## config.mk

```make
export PLATFORM = sky130hd
export DESIGN_NAME = voltage_comparator_control
export DESIGN_NICKNAME = d
export VERILOG_FILES = /design/src/pkg/comparator_pkg.sv /design/src/design/voltage_comparator_control.sv /design/src/design/edge_detect.sv
export VERILOG_INCLUDE_DIRS = /design/src /design/src/pkg
export SDC_FILE = /design/constraint.sdc
export NUM_CORES = 1
export LEC_CHECK = 0
export ABC_AREA = 1
export BUFFER_PORTS_ARGS = -buffer_cell sky130_fd_sc_hd__buf_2
export CAP_MARGIN = 20
export CELL_PAD_IN_SITES_DETAIL_PLACEMENT = 2
export CELL_PAD_IN_SITES_GLOBAL_PLACEMENT = 2
export CORE_MARGIN = 2
export CORE_UTILIZATION = 24
export CTS_BUF_LIST = sky130_fd_sc_hd__clkbuf_16
export DETAILED_ROUTE_END_ITERATION = 8
export PLACE_DENSITY = 0.86
export SYNTH_ARGS = -nofsm -noshare
export SYNTH_HDL_FRONTEND = slang
export SYNTH_SLANG_ARGS = --single-unit
```

## constraint.sdc

```tcl
create_clock -name mclk_in -period 3.7 [get_ports mclk_in]
set_input_delay 0.37 -clock mclk_in [delete_from_list [all_inputs] [get_ports mclk_in]]
set_output_delay 0.37 -clock mclk_in [all_outputs]
set_load 0.05 [all_outputs]
```

## src/pkg/comparator_cfg.svh

```systemverilog
// Offsets, field positions, reset values and codes of the comparator control
`ifndef COMPARATOR_CFG_SVH
`define COMPARATOR_CFG_SVH

// Register addresses on the special function register port
`define CTRL_ADDR 8'h9B
`define MODE_ADDR 8'h9D

// Control register fields
`define CTRL_ON_BIT 7
`define CTRL_RESULT_BIT 6
`define CTRL_RISE_FLAG_BIT 5
`define CTRL_FALL_FLAG_BIT 4
`define CTRL_HYP_HI 3
`define CTRL_HYP_LO 2
`define CTRL_HYN_HI 1
`define CTRL_HYN_LO 0
`define CTRL_RESET 8'h00

// Mode register fields
`define MODE_RSVD_BIT 7
`define MODE_RISE_IE_BIT 5
`define MODE_FALL_IE_BIT 4
`define MODE_MD_HI 1
`define MODE_MD_LO 0
`define MODE_RESET 8'h82

// Hysteresis amounts in millivolts, by select code
`define HYST_CODE0_MV 8'h00
`define HYST_CODE1_MV 8'h05
`define HYST_CODE2_MV 8'h0A
`define HYST_CODE3_MV 8'h14

`endif

```

## src/pkg/comparator_pkg.sv

```systemverilog
// Types shared by the comparator control files
package comparator_pkg;

  typedef enum logic [1:0] {
    MODE_FAST = 2'h0,
    MODE_1 = 2'h1,
    MODE_2 = 2'h2,
    MODE_SLOW = 2'h3
  } response_mode_t;

  // Settings handed to the analog core
  typedef struct packed {
    logic comparator_on;
    logic shutdown;
    response_mode_t response_mode;
    logic [1:0] positive_hysteresis_select;
    logic [1:0] negative_hysteresis_select;
  } analog_ctrl_t;

  // Edge events of one clock cycle
  typedef struct packed {
    logic rise;
    logic fall;
  } edge_event_t;

endpackage

```

## src/design/voltage_comparator_control.sv

```systemverilog
// Control and status logic around the on-chip voltage comparator
`timescale 1ns/1ps
`default_nettype none
`include "comparator_cfg.svh"

module voltage_comparator_control (
  // Clock, reset, enable
  input wire logic mclk_in,
  input wire logic reset_in,
  input wire logic clk_en_in,
  // Special function register port
  input wire logic [7:0] sfr_addr_in,
  input wire logic [7:0] sfr_wdata_in,
  input wire logic sfr_wr_in,
  input wire logic sfr_rd_in,
  output logic [7:0] sfr_rdata_out,
  output logic sfr_hit_out,
  // Analog core: sign of positive minus negative, and the difference
  input wire logic analog_diff_pos_in,
  input wire logic [7:0] analog_diff_mv_in,
  output comparator_pkg::analog_ctrl_t analog_ctrl_out,
  // Interrupt handler
  input wire logic source_irq_enable_in,
  input wire logic global_irq_enable_in,
  output logic irq_out,
  // Outputs to wake-up, reset logic and port routing
  output logic raw_compare_output_out,
  output logic latched_compare_output_out
);

  // How a change on the analog side travels through this block:
  //   cycle 0   the core inputs move and the raw output follows at once,
  //             with no clock involved, so wake-up logic can use it asleep
  //   edge 1    the hysteresis memory takes the new decision
  //   edge 1-2  the two synchroniser stages take the raw level
  //   edge 3    the sampled level moves, the edge flag sets and the
  //             latched output changes
  // Software therefore sees a change three clocks after the raw pin, and
  // a pulse on the raw output shorter than a clock may set no flag.
  // The hysteresis memory only advances while the clock runs; with the
  // clock stopped the raw output still follows the inputs, but against
  // the last held decision. Holding the clock enable low freezes every
  // register here, flags included, so no edge is flagged while frozen.
  // A write that enables the comparator, or that moves the hysteresis or
  // the response mode, may let the analog core throw a false edge;
  // software is expected to clear both flags a little later.

  // Every register comes out of reset cleared except the response mode,
  // which starts in its middle setting; the comparator itself starts
  // disabled, so the outputs are low and no edge can set a flag until software
  // turns it on.

  // Control register state
  logic comparator_on_bit;
  logic rising_edge_flag;
  logic falling_edge_flag;
  logic [1:0] positive_hysteresis_select;
  logic [1:0] negative_hysteresis_select;
  // Mode register state
  logic rising_edge_irq_enable;
  logic falling_edge_irq_enable;
  comparator_pkg::response_mode_t response_mode_field;
  // Comparator core state
  logic raw_state;
  logic next_raw;
  logic latched_level;
  comparator_pkg::edge_event_t edges;
  logic [7:0] hyp_mv;
  logic [7:0] hyn_mv;
  logic ctrl_wr;
  logic mode_wr;
  logic ctrl_rd;
  logic mode_rd;
  // Per-direction views, index 1 rising and index 0 falling
  logic edge_vec [2];
  logic flag_wr_bit [2];
  logic flag_vec [2];
  // Reset image of the mode register, sliced for the response field
  localparam logic [7:0] MODE_RESET_VAL = `MODE_RESET;

  // Hysteresis coding, the same for the positive and negative fields:
  //   code 0   no hysteresis, the threshold is the negative input
  //   code 1   smallest step
  //   code 2   middle step
  //   code 3   largest step
  // The core model works on a difference in millivolts, so each code is
  // turned into that amount once here and compared directly; a real
  // analog core would take the select codes from the settings port
  // instead.

  // Decode a two-bit hysteresis code into millivolts
  function automatic logic [7:0] hyst_mv(input logic [1:0] code);
    unique case (code)
      2'h0: hyst_mv = `HYST_CODE0_MV;
      2'h1: hyst_mv = `HYST_CODE1_MV;
      2'h2: hyst_mv = `HYST_CODE2_MV;
      2'h3: hyst_mv = `HYST_CODE3_MV;
    endcase
  endfunction

  // Address decode shared by the write and read paths
  function automatic logic addr_is(
    input logic [7:0] addr,
    input logic [7:0] target
  );
    addr_is = (addr == target);
  endfunction

  // Hysteresis decision for one sample of the analog difference; held is
  // the previous decision, which is what makes the thresholds asymmetric
  function automatic logic decide(
    input logic held,
    input logic diff_pos,
    input logic [7:0] diff_mv,
    input logic [7:0] up_mv,
    input logic [7:0] down_mv
  );
    decide = held;
    if (diff_pos) begin
      // Rise only once above threshold by the positive amount
      if (diff_mv > up_mv) begin
        decide = 1'b1;
      end else if (up_mv == 8'h00 && diff_mv != 8'h00) begin
        decide = 1'b1;
      end
    end else begin
      // Fall only once below threshold by the negative amount
      if (diff_mv > down_mv) begin
        decide = 1'b0;
      end else if (down_mv == 8'h00) begin
        decide = 1'b0;
      end
    end
  endfunction

  assign hyp_mv = hyst_mv(positive_hysteresis_select);
  assign hyn_mv = hyst_mv(negative_hysteresis_select);

  // Writes are taken only on an enabled clock
  assign ctrl_wr = clk_en_in & sfr_wr_in & addr_is(sfr_addr_in, `CTRL_ADDR);
  assign mode_wr = clk_en_in & sfr_wr_in & addr_is(sfr_addr_in, `MODE_ADDR);

  // Comparator decision with hysteresis; the state bit models the
  // analog core's memory; the decision is combinational from its inputs
  always_comb begin
    if (!comparator_on_bit) begin
      next_raw = 1'b0;
    end else begin
      next_raw = decide(raw_state, analog_diff_pos_in, analog_diff_mv_in,
        hyp_mv, hyn_mv);
    end
  end

  // Held decision; sampled only to keep hysteresis memory in this model,
  // the raw output itself is combinational and needs no clock
  always_ff @(posedge mclk_in) begin
    if (reset_in) begin
      raw_state <= 1'b0;
    end else if (clk_en_in) begin
      raw_state <= next_raw;
    end
  end

  // Raw output follows the core directly, valid with the clock stopped
  assign raw_compare_output_out = next_raw & comparator_on_bit;

  // Synchronise the raw output and find its edges
  edge_detect sync_edges (
    .mclk_in(mclk_in),
    .reset_in(reset_in),
    .clk_en_in(clk_en_in),
    .async_in(raw_compare_output_out),
    .level_out(latched_level),
    .edge_out(edges)
  );

  // Latched output is forced low the moment the comparator is off
  assign latched_compare_output_out = latched_level & comparator_on_bit;

  // Enable bit and hysteresis selects
  always_ff @(posedge mclk_in) begin
    if (reset_in) begin
      comparator_on_bit <= 1'b0;
      positive_hysteresis_select <= 2'h0;
      negative_hysteresis_select <= 2'h0;
    end else if (ctrl_wr) begin
      comparator_on_bit <= sfr_wdata_in[`CTRL_ON_BIT];
      positive_hysteresis_select <=
        sfr_wdata_in[`CTRL_HYP_HI:`CTRL_HYP_LO];
      negative_hysteresis_select <=
        sfr_wdata_in[`CTRL_HYN_HI:`CTRL_HYN_LO];
    end
  end

  // Direction views of events and write data, so both flags share one
  // description below and cannot drift apart
  assign edge_vec[1] = edges.rise;
  assign edge_vec[0] = edges.fall;
  assign flag_wr_bit[1] = sfr_wdata_in[`CTRL_RISE_FLAG_BIT];
  assign flag_wr_bit[0] = sfr_wdata_in[`CTRL_FALL_FLAG_BIT];

  // Sticky edge flags; a new edge wins over a software clear, so an edge
  // that lands in the very cycle of the clear is never lost
  for (genvar g = 0; g < 2; g++) begin : g_flag
    always_ff @(posedge mclk_in) begin
      if (reset_in) begin
        flag_vec[g] <= 1'b0;
      end else if (clk_en_in) begin
        if (edge_vec[g]) begin
          flag_vec[g] <= 1'b1;
        end else if (ctrl_wr) begin
          flag_vec[g] <= flag_wr_bit[g];
        end
      end
    end
  end

  // Named views for the read path and the interrupt gate
  assign rising_edge_flag = flag_vec[1];
  assign falling_edge_flag = flag_vec[0];

  // Mode register: interrupt enables and response mode
  always_ff @(posedge mclk_in) begin
    if (reset_in) begin
      rising_edge_irq_enable <= 1'b0;
      falling_edge_irq_enable <= 1'b0;
      response_mode_field <= comparator_pkg::response_mode_t'(
        MODE_RESET_VAL[`MODE_MD_HI:`MODE_MD_LO]);
    end else if (mode_wr) begin
      rising_edge_irq_enable <= sfr_wdata_in[`MODE_RISE_IE_BIT];
      falling_edge_irq_enable <= sfr_wdata_in[`MODE_FALL_IE_BIT];
      response_mode_field <= comparator_pkg::response_mode_t'(
        sfr_wdata_in[`MODE_MD_HI:`MODE_MD_LO]);
    end
  end

  // Settings to the analog core; shutdown overrides any mode
  always_comb begin
    analog_ctrl_out.comparator_on = comparator_on_bit;
    analog_ctrl_out.shutdown = ~comparator_on_bit;
    analog_ctrl_out.response_mode = response_mode_field;
    analog_ctrl_out.positive_hysteresis_select = positive_hysteresis_select;
    analog_ctrl_out.negative_hysteresis_select = negative_hysteresis_select;
  end

  // Interrupt request is gated by every enable on the way
  assign irq_out = source_irq_enable_in & global_irq_enable_in &
    ((rising_edge_flag & rising_edge_irq_enable) |
     (falling_edge_flag & falling_edge_irq_enable));

  // Control image; every bit of this register has a meaning
  function automatic logic [7:0] ctrl_image(
    input logic on,
    input logic result,
    input logic rise,
    input logic fall,
    input logic [1:0] hyp,
    input logic [1:0] hyn
  );
    ctrl_image = `CTRL_RESET;
    ctrl_image[`CTRL_ON_BIT] = on;
    ctrl_image[`CTRL_RESULT_BIT] = result;
    ctrl_image[`CTRL_RISE_FLAG_BIT] = rise;
    ctrl_image[`CTRL_FALL_FLAG_BIT] = fall;
    ctrl_image[`CTRL_HYP_HI:`CTRL_HYP_LO] = hyp;
    ctrl_image[`CTRL_HYN_HI:`CTRL_HYN_LO] = hyn;
  endfunction

  // Mode image; unused bits read 0 and the reserved top bit reads 1
  function automatic logic [7:0] mode_image(
    input logic rise_ie,
    input logic fall_ie,
    input comparator_pkg::response_mode_t mode
  );
    mode_image = 8'h00;
    mode_image[`MODE_RSVD_BIT] = 1'b1;
    mode_image[`MODE_RISE_IE_BIT] = rise_ie;
    mode_image[`MODE_FALL_IE_BIT] = fall_ie;
    mode_image[`MODE_MD_HI:`MODE_MD_LO] = mode;
  endfunction

  // Read data is combinational and stands while the strobe and address
  // are held; an unmapped address answers 0 with no hit
  assign ctrl_rd = sfr_rd_in & addr_is(sfr_addr_in, `CTRL_ADDR);
  assign mode_rd = sfr_rd_in & addr_is(sfr_addr_in, `MODE_ADDR);
  always_comb begin
    sfr_rdata_out = 8'h00;
    sfr_hit_out = ctrl_rd | mode_rd;
    if (ctrl_rd) begin
      sfr_rdata_out = ctrl_image(comparator_on_bit,
        latched_compare_output_out, rising_edge_flag, falling_edge_flag,
        positive_hysteresis_select, negative_hysteresis_select);
    end else if (mode_rd) begin
      sfr_rdata_out = mode_image(rising_edge_irq_enable,
        falling_edge_irq_enable, response_mode_field);
    end
  end

endmodule // voltage_comparator_control

`default_nettype wire

```

## src/design/edge_detect.sv

```systemverilog
// Two-stage synchroniser and edge detector for the comparator result
`timescale 1ns/1ps
`default_nettype none

module edge_detect (
  // Clock, reset, enable
  input wire logic mclk_in,
  input wire logic reset_in,
  input wire logic clk_en_in,
  // Asynchronous level
  input wire logic async_in,
  // Synchronised level and events
  output logic level_out,
  output comparator_pkg::edge_event_t edge_out
);

  logic meta;
  logic sync;
  logic prev;

  // First stage feeds only the second stage
  always_ff @(posedge mclk_in) begin
    if (reset_in) begin
      meta <= 1'b0;
      sync <= 1'b0;
      prev <= 1'b0;
    end else if (clk_en_in) begin
      meta <= async_in;
      sync <= meta;
      prev <= sync;
    end
  end

  assign level_out = prev;
  // One event per direction per cycle at most
  assign edge_out.rise = clk_en_in & sync & ~prev;
  assign edge_out.fall = clk_en_in & ~sync & prev;

endmodule // edge_detect

`default_nettype wire

```

== Word level (Yosys, flattened, before mapping) ==
Memories as Yosys holds them, arrays and structs flattened.
Index checks and enable logic that the tools add are counted.

* Register bits after elaboration: 13
* RAM bits: 2
* Input bits: 32
* Output and inout bits: 20
* Logic and storage cells: 84
* Memories: 1

* Order comparisons: 2
* Eq/ne operators: 8
* Mux-type cells: 33
* Bitwise logic cells: 24
* Reductions and logical operators: 6

{| class="wikitable"
|+ Memories
! memory !! depth !! width !! read ports !! clocked after Yosys merged registers in !! wr ports !! RTL line !! RTL
|-
| flag_vec || 2 || 1 || 2 || 0 || 2 || voltage_comparator_control.sv:77 || <nowiki>logic flag_vec [2];</nowiki>
|}

{| class="wikitable"
|+ Operators by type and width
! kind !! count
|-
| 8-bit one-hot mux with 4 select lines || 2
|-
| 1-bit 2-to-1 mux || 29
|-
| 8-bit equality test, second input constant || 2
|-
| 8-bit greater-than comparator || 2
|-
| 8-bit logical NOT || 2
|-
| 8-bit 2-to-1 mux || 2
|-
| 1-bit AND || 15
|-
| 2-bit equality test, second input constant || 4
|-
| 8-bit nonzero test || 1
|-
| 1-bit bitwise OR || 6
|-
| 2-bit by 1-bit equality test with 1-bit output, second input constant || 2
|-
| 2-bit logical NOT || 2
|-
| 1-bit NOT || 3
|-
| 1-bit logical AND || 1
|}

== Longest topological paths before layout ==
Gate-level depths: netlist of the first run.

* Depth in word-level cells: 9
* Depth in mapped cells: 15
* Gate-level depth less buffers: 15

== Cells and area by module ==
From an unflattened synthesis of the first run, not the netlist that was laid out.

* Cells, all modules: 168
* Area, all modules: 1169.9 um2

{| class="wikitable"
|+ By module, submodules not included
! module !! times used !! cells an instance !! area an instance (um2) !! sequential area each (um2)
|-
| voltage_comparator_control || 1 || 151 || 1049.8 || 260.2
|-
| edge_detect || 1 || 17 || 120.1 || 60.1
|}

== Least setup slack after synthesis of the first run ==
Ideal clock, no wire load.

* Kind: reg2out
* From: reg negative_hysteresis_select[0]
* To: out raw_compare_output_out
* Data arrival time: 1.952 ns
* Required time: 3.330 ns
* Path slack: 1.378 ns
* Stages on the path, launching flop included: 15
* Path buffers: 0
* Path through: dfxtp_1 > inv_1 > nand2_1 > ha_1 > nand2_1 > inv_1 > nand2_1 > nand2_1 > nand2_1 > nand2_1 > nand2_1 > nand2_1 > nand2_1 > nand2_1 > inv_1

* Word-level cells in the longest chain between the ends: 8
* Elaborated cells between the ends (all ways): 12
* Classes of those cells: 1 x order compare; 3 x eq/ne; 5 x mux; 1 x bitwise; 2 x reduce/logical

{| class="wikitable"
|+ RTL lines
! element !! RTL line !! RTL
|-
| from (decl) || voltage_comparator_control.sv:58 || <nowiki>logic [1:0] negative_hysteresis_select;</nowiki>
|-
| from (signal assigned) || voltage_comparator_control.sv:190 || <nowiki>negative_hysteresis_select <=</nowiki>
|-
| 2-bit equality test, or another cell as far along || voltage_comparator_control.sv:93 || <nowiki>unique case (code)</nowiki>
|-
| 8-bit one-hot mux with 4 select lines * || voltage_comparator_control.sv:93 ||
|-
| branches (longest 2 deep; another with 8-bit greater-than comparator) || n/a ||
|-
| 1-bit 2-to-1 mux * || voltage_comparator_control.sv:128 || <nowiki>if (diff_mv > down_mv) begin</nowiki>
|-
| 1-bit 2-to-1 mux * || voltage_comparator_control.sv:119 || <nowiki>if (diff_pos) begin</nowiki>
|-
| 1-bit 2-to-1 mux * || voltage_comparator_control.sv:146 || <nowiki>if (!comparator_on_bit) begin</nowiki>
|-
| 1-bit AND * || voltage_comparator_control.sv:165 || <nowiki>assign raw_compare_output_out = next_raw & comparator_on_bit;</nowiki>
|-
| to (decl) || voltage_comparator_control.sv:27 || <nowiki>output logic raw_compare_output_out,</nowiki>
|}

Every way passes the cells marked *. The select of a mux whose other input is x is not followed.

== Worst setup path in the final report of the first run ==
Same ends and word-level chain as after synthesis.

==> results of run 1 <==
## flip-flops by register name (all words and copies together), names as in the netlist
| signal | cells |
|---|---|
| response_mode_field | 2 |
| flag_vec | 2 |
| negative_hysteresis_select | 2 |
| raw_state | 1 |
| rising_edge_irq_enable | 1 |
| positive_hysteresis_select | 2 |
| comparator_on_bit | 1 |
| falling_edge_irq_enable | 1 |
| sync_edges.level_out | 1 |
| sync_edges.sync | 1 |
## layer usage
metal  wire [um]  up-vias
met1        1627      554
met2        1621       31
met4          12        0
met5           0        -
li1            -      613
met3         162        2
## synth_stat cells, drive strengths merged
master / instances / area, um2
nand4: 2 / 12.51
and3: 1 / 6.260
o21ai: 9 / 48.80
o21bai: 1 / 7.510
inv: 30 / 112.6
o22ai: 5 / 31.28
o21a: 1 / 7.510
nand2: 34 / 127.6
nand3: 11 / 70.07
a21oi: 11 / 55.05
edfxtp: 2 / 60.06
nor3b: 1 / 7.510
nor3: 3 / 31.28
a211oi: 4 / 30.03
dfxtp: 12 / 240.2
clkbuf: 1 / 3.750
nor2: 17 / 68.81
buf: 2 / 18.77
ha: 10 / 125.1
## worst paths after layout
path / from / endpoint / slack (ps) / depth (start not counted)
setup / recovery: negative_hysteresis_select[0]$_SDFFE_PP0N_ / raw_compare_output_out / 1290 / 15
hold / removal: sfr_wdata_in[1] / response_mode_field[1]$_SDFFE_PP1P_ / 380 / 3
setup reg to reg: negative_hysteresis_select[0]$_SDFFE_PP0N_ / raw_state$_SDFFE_PP0P_ / 2020 / 14
hold reg to reg: response_mode_field[1]$_SDFFE_PP1P_ / response_mode_field[1]$_SDFFE_PP1P_ / 500 / 2
## power breakdown
group	switching (mW)	leakage [nW]	internal, mW
combinational	0.0334	0.605	0.0246
sequential	0.00231	0.118	0.158
clock	0.0623	0.0385	0.143
## worst max-delay path, delay by kind of cell, from the launching register on
family / cells / cell delay, ps
flops: 1 / 330
buf+inv: 3 / 450
simple gates: 11 / 700
fa+ha+maj: 1 / 310
## cells in the final DEF (no fill, tap or decap)
| cell type | n |
|---|---|
| buf_2 | 50 |
| nand2_1 | 34 |
| inv_1 | 30 |
| nor2_1 | 15 |
| dfxtp_1 | 12 |
| a21oi_1 | 11 |
| ha_1 | 10 |
| nand3_1 | 8 |
| o21ai_0 | 6 |
| o22ai_1 | 5 |
| a211oi_1 | 4 |
| nand3_2 | 3 |
| clkbuf_16 | 3 |
| nor2_2 | 2 |
| nand4_1 | 2 |
| o21ai_1 | 2 |
| edfxtp_1 | 2 |
| nor3b_1 | 1 |
| o21a_1 | 1 |
| o21bai_1 | 1 |
| nor3_4 | 1 |
| nor3_1 | 1 |
| nor3_2 | 1 |
| and3_1 | 1 |
| o21ai_2 | 1 |
| clkinv_1 | 1 |
## per-stage QoR
stage	hold slack [ps]	cell area, um2	instances
global route	405.9	1436	260
detailed placement	487.3	1358	256
global placement	482.4	1358	256
CTS	379.9	1436	260
finish	380.3	1436	260
floorplan	460.3	1065	157
## layout make-up
type | instances | area (um2)
inverters | 30 | 112.6
multi-input cells | 110 | 629.4
fillers | 556 | 2888
clock inverters | 1 | 3.754
clock buffers | 3 | 75.07
repair buffers | 50 | 250.2
flip-flops and latches | 14 | 300.3
well taps | 52 | 65.06
## kinds of logic after synthesis
kind of cell | after synthesis | synth area share, %
AOI/OAI and AO/OA | 31 | 16.92
adders and majority gates | 10 | 11.75
buffers and inverters | 33 | 12.69
DFF | 14 | 28.20
and+or+nand+nor | 69 | 30.43
==> results by group, run 1 <==
Status
  – Status: finished, final reports clean

Finish
  – Layout cell share with drive strength beyond 1: slightly below 30%
  – Final Core Density: around 33%
  – Final Net Count: 251
  – Number of diodes: 0
  – Area delta synth->final: 34.90%

Route
  – Routed wire length: roughly 3.4 mm
  – Total vias in the final route: around 1,200
  – Initial DRC count: 24
  – Initial DRT Pass Iterations: 4
  – Vias per std cell: approximately 4.6
  – Post-route DRC: 0
  – Routed Antenna Nets: 0
  – Average wire per standard cell: about 13 um

Pwr
  – Leakage power: between 0.7 and 0.8 nW
  – Maximum VDD drop: 204.6 uV
  – PnR Total Power: around 420 uW
  – Pwr Density: about 290 nW/um2

Synthesis
  – Sequential area share after synthesis: 28.20%
  – Cells after synthesis: 157
  – Syn. warnings: 0
  – Synth Area per Inst: 6.782 um2
  – Seq cells post-synth: 14
  – Mapped Nets: 199
  – Synth cell types: 26
  – Mapped Area: roughly 1100 um2

STA
  – Maximum achievable frequency: roughly 420 MHz
  – Final Hold Vio Count: 0
  – Worst slew margin: 80.94%
  – Min Tclk post-route: between 2000 and 2500 ps
  – RSZ-0062 raised after global routing: no
  – Max Slew Vio Count: 0
  – Setup TNS: 0 ps
  – Slack of the critical path: 1295 ps
  – Final Setup Violations: 0
  – Least-Margin Pin Slew: 285.0 ps
  – Fin crit share: around two thirds
  – Fin Clk Skew: about 0.76 ps

Setup path
  – Crit Path Class: flip-flop to output port
  – Worst path most repeated cell: nand2_1
  – Crit-path cells: inv_1, nand2_1, ha_1, nand2_1, nand2_1, nand2_1, nand2_1, nand2_1, nand2_1, nand2_1, nand2_1, nand2_1, nand2_1, inv_1, buf_2
  – CP Launch Type: flip-flop
  – CP max stage cell: dfxtp_1
  – Setup crit end kind: output port
  – CP arrival: ~2000 ps
  – Crit path max fanout: 5
  – Worst EP required: 3330 ps
  – CP peak stage delay: 330 ps

Place
  – Final estimated routing congestion in global placement: approximately 0.72
  – Hpwl dp: 2.855 mm
  – I/O Buffers: 50
  – Placement Setup Slack: ~1500 ps

Floorplan
  – Die ar.: roughly 5000 um2
  – Rows: 24
  – Die height: 70.61 um
  – Starting Density: between 20% and 30%
  – Top Ports: between 50 and 60
  – CORE AREA: about 4300 um2
  – Die width: roughly 70 um

Global routing
  – GRT Max-Usage Layer: met2
  – Met1 Use GR: 17.98%
  – Vias in the first global route: 1,236
  – Largest net degree at the start of global routing: 14
  – Initial antenna violation count: 0
  – Grt ovf: 0
  – Met3 Track Usage GR: 3.276%
  – Met2 usage: 24.42%
  – Overall Global Routing Usage: roughly 14%
  – Wire length of the first global-routing pass: roughly 5.6 mm

CTS
  – Root Driver: clkbuf_16
  – CTS tree: done
  – Clk slew on worst S/H paths: approximately 50 ps
  – Worst skew pair latency: around 240 ps
  – Post-CTS resize count: 0
  – Post-CTS setup buffers: 0
  – CTS Buffer Depth: 2
  – Clk sinks: 14
  – CTS Buf Count: 3
  – CTS H-tree depth: 1
  – CTS Hold Bufs: 0

Flow run
  – Max-Cap Viols: 0

Worst hold path
  – Hold WC Path Type: input port to flip-flop
Note: power is estimated with default switching activity, not from simulation.
==> run 2, diff against run 1 <==
Settings changed: CORE_UTILIZATION 24 to 23, PLACE_DENSITY 0.86 to 0.83.
Clock period 3.7 ns to 2.5 ns, I/O delays scaled along.
==> run 2 against run 1 <==
Effect of this change: core utilization fell by 0.71 points; sequential share of layout area barely moved; count of clock-buffer cells in the layout did not move; first-iteration DRC count rose by 29%; highest routed layer unchanged; combinational power rose by 49%; register-to-register slack got worse by 1200 ps; largest cell class unchanged; clock skew rose by 3.8 ps; sequential power rose by 48%.
==> results by group, run 2 (synthesized netlist as in run 1, its figures left out) <==
Route
  – Total vias in the final route: 1,210
  – Vias per std cell: 4.672
  – Initial DRT Pass Iterations: 4
  – Routed wire length: roughly 3.6 mm
  – Routed Antenna Nets: 0
  – Initial DRC count: 31
  – Average wire per standard cell: approximately 14 um
  – Post-route DRC: 0

CTS
  – CTS Buf Count: 3
  – Worst skew pair latency: 240 ps
  – Clk slew on worst S/H paths: 50 ps
  – CTS tree: done
  – Post-CTS resize count: 0
  – CTS Buffer Depth: 2
  – Clk sinks: 14
  – Post-CTS setup buffers: 0
  – CTS Hold Bufs: 0
  – CTS H-tree depth: 1
  – Root Driver: clkbuf_16

Pwr
  – Internal: 479.1 uW
  – Clock share of power: between 40% and 50%
  – Sw frac: roughly 22%
  – Maximum VDD drop: 302.8 uV
  – Comb pwr share: between 10 and 15%
  – Sw power: roughly 140 uW
  – Pwr Density: approximately 430 nW/um2
  – Sequential share of power: a little under two fifths
  – Leakage power: around 0.76 nW

Floorplan
  – CORE AREA: 4414 um2
  – Starting Density: roughly 24%
  – Top Ports: between 50 and 60
  – Rows: 24
  – Die width: just over 70 um
  – Die ar.: around 5200 um2
  – Die height: 72.04 um

Global routing
  – Grt ovf: 0
  – Met2 usage: 26.34%
  – Largest net degree at the start of global routing: 14
  – Met3 Track Usage GR: ~2.6%
  – GRT Max-Usage Layer: met2
  – Initial antenna violation count: 0
  – Wire length of the first global-routing pass: 6.320 mm
  – Met1 Use GR: about 20%
  – Overall Global Routing Usage: ~15%
  – Vias in the first global route: 1,338

Worst hold path
  – Hold Path End: response_mode_field[1]$_SDFFE_PP1P_
  – Hold_sp: sfr_wdata_in[1]
  – Hold WC Path Type: input port to flip-flop
  – Hold Path Stages: 3

Setup path
  – Setup crit end kind: output port
  – Crit path max fanout: 5
  – CP arrival: between 1500 and 2000 ps
  – FF-to-FF End: raw_state$_SDFFE_PP0P_
  – Reg2reg path depth: 14
  – Worst Setup SP: negative_hysteresis_select[0]$_SDFFE_PP0N_
  – RR Startpoint: negative_hysteresis_select[0]$_SDFFE_PP0N_
  – Worst EP required: about 2300 ps
  – CP Launch Type: flip-flop
  – Crit Path Class: flip-flop to output port
  – Reg2Reg Setup Slack: a little over 800 ps

STA
  – Final Setup Violations: 0
  – Final Hold Vio Count: 0
  – Setup TNS: 0 ps
  – Fin Clk Skew: roughly 4.5 ps
  – Least-Margin Pin Slew: ~300 ps
  – Slack of the critical path: 257.1 ps
  – Min Tclk post-route: ~2200 ps
  – Fin crit share: approximately nine tenths
  – RSZ-0062 raised after global routing: no
  – Max Slew Vio Count: 0
  – Maximum achievable frequency: between 400 and 500 MHz
  – Worst slew margin: roughly four fifths

Finish
  – Final Core Density: roughly a third
  – Highest-count cells in the layout ignoring fill and taps: 49 x buf_2, 34 x nand2_1, 29 x inv_1, 15 x nor2_1, 12 x dfxtp_1
  – Multi-input gate area: 629.4 um2
  – Layout cell share with drive strength beyond 1: roughly 30%
  – Most common cell after layout, fill and taps aside: buf_2
  – Number of diodes: 0
  – Register Area: about 300 um2
  – Area delta synth->final: 34.78%
  – Layout Cells excl Fill: about 260
  – Final Net Count: 251
  – # fillers: roughly 570
  – Final Instance Area: roughly 1400 um2

Place
  – Placement Setup Slack: ~430 ps
  – Cell Count Post-Placement: 256
  – Dpl cell area: approximately 1400 um2
  – Hpwl dp: slightly below 3 mm
  – I/O Buffers: 50
  – Final estimated routing congestion in global placement: about 0.73

Flow run
  – Max-Cap Viols: 0

Status
  – Status: finished, final reports clean
-- run 2: final cells by class --
cell class              instances  area share [%]
multi-input cells             110           43.85
inverters                      30           7.847
repair buffers                 50           17.61
clock buffers                   3           5.231
flip-flops and latches         14           20.92
well taps                      52           4.534
-- run 2: power groups by stage --
stage / clock network [mW] / registers [mW] / logic (mW)
2_1_floorplan: 0 / 0.241 / 0.0429
3_3_place_gp: 0 / 0.241 / 0.0825
3_5_place_dp: 0 / 0.241 / 0.0869
4_1_cts: 0.300 / 0.237 / 0.0879
5_1_grt: 0.313 / 0.238 / 0.100
6_report: 0.294 / 0.237 / 0.0863
-- run 2: how the worst max path moves through the flow --
stage,endpoint,cells past startpoint
after floorplan,raw_compare_output_out,14
after global placement,raw_compare_output_out,13
after detailed placement,raw_compare_output_out,15
after CTS,raw_compare_output_out,15
after global routing,raw_compare_output_out,15
final,raw_compare_output_out,15
-- run 2: metal layers --
| layer | wire (um) | vias up |
|---|---|---|
| met5 | 0 | - |
| met4 | 26 | 0 |
| met3 | 162 | 2 |
| met2 | 1721 | 36 |
| met1 | 1710 | 559 |
| li1 | - | 613 |
-- run 2: critical path: stages, from the launching register on --
cell	delay, ps
dfxtp_1	340
inv_2	120
nand2_1	100
ha_1	310
nand2_1	70
inv_1	50
nand2_1	60
nand2_1	50
nand2_1	60
nand2_1	50
nand2_1	60
nand2_1	70
nand2_1	80
nand2_1	70
inv_1	50
clkbuf_4	210
-- run 2: per-stage QoR --
stage | hold WS, ps | total power [mW]
floorplan | 344.3 | 0.2835
global placement | 476.4 | 0.3236
detailed placement | 495.9 | 0.3281
CTS | 279.2 | 0.6253
global route | 313.3 | 0.6505
finish | 274.9 | 0.6179
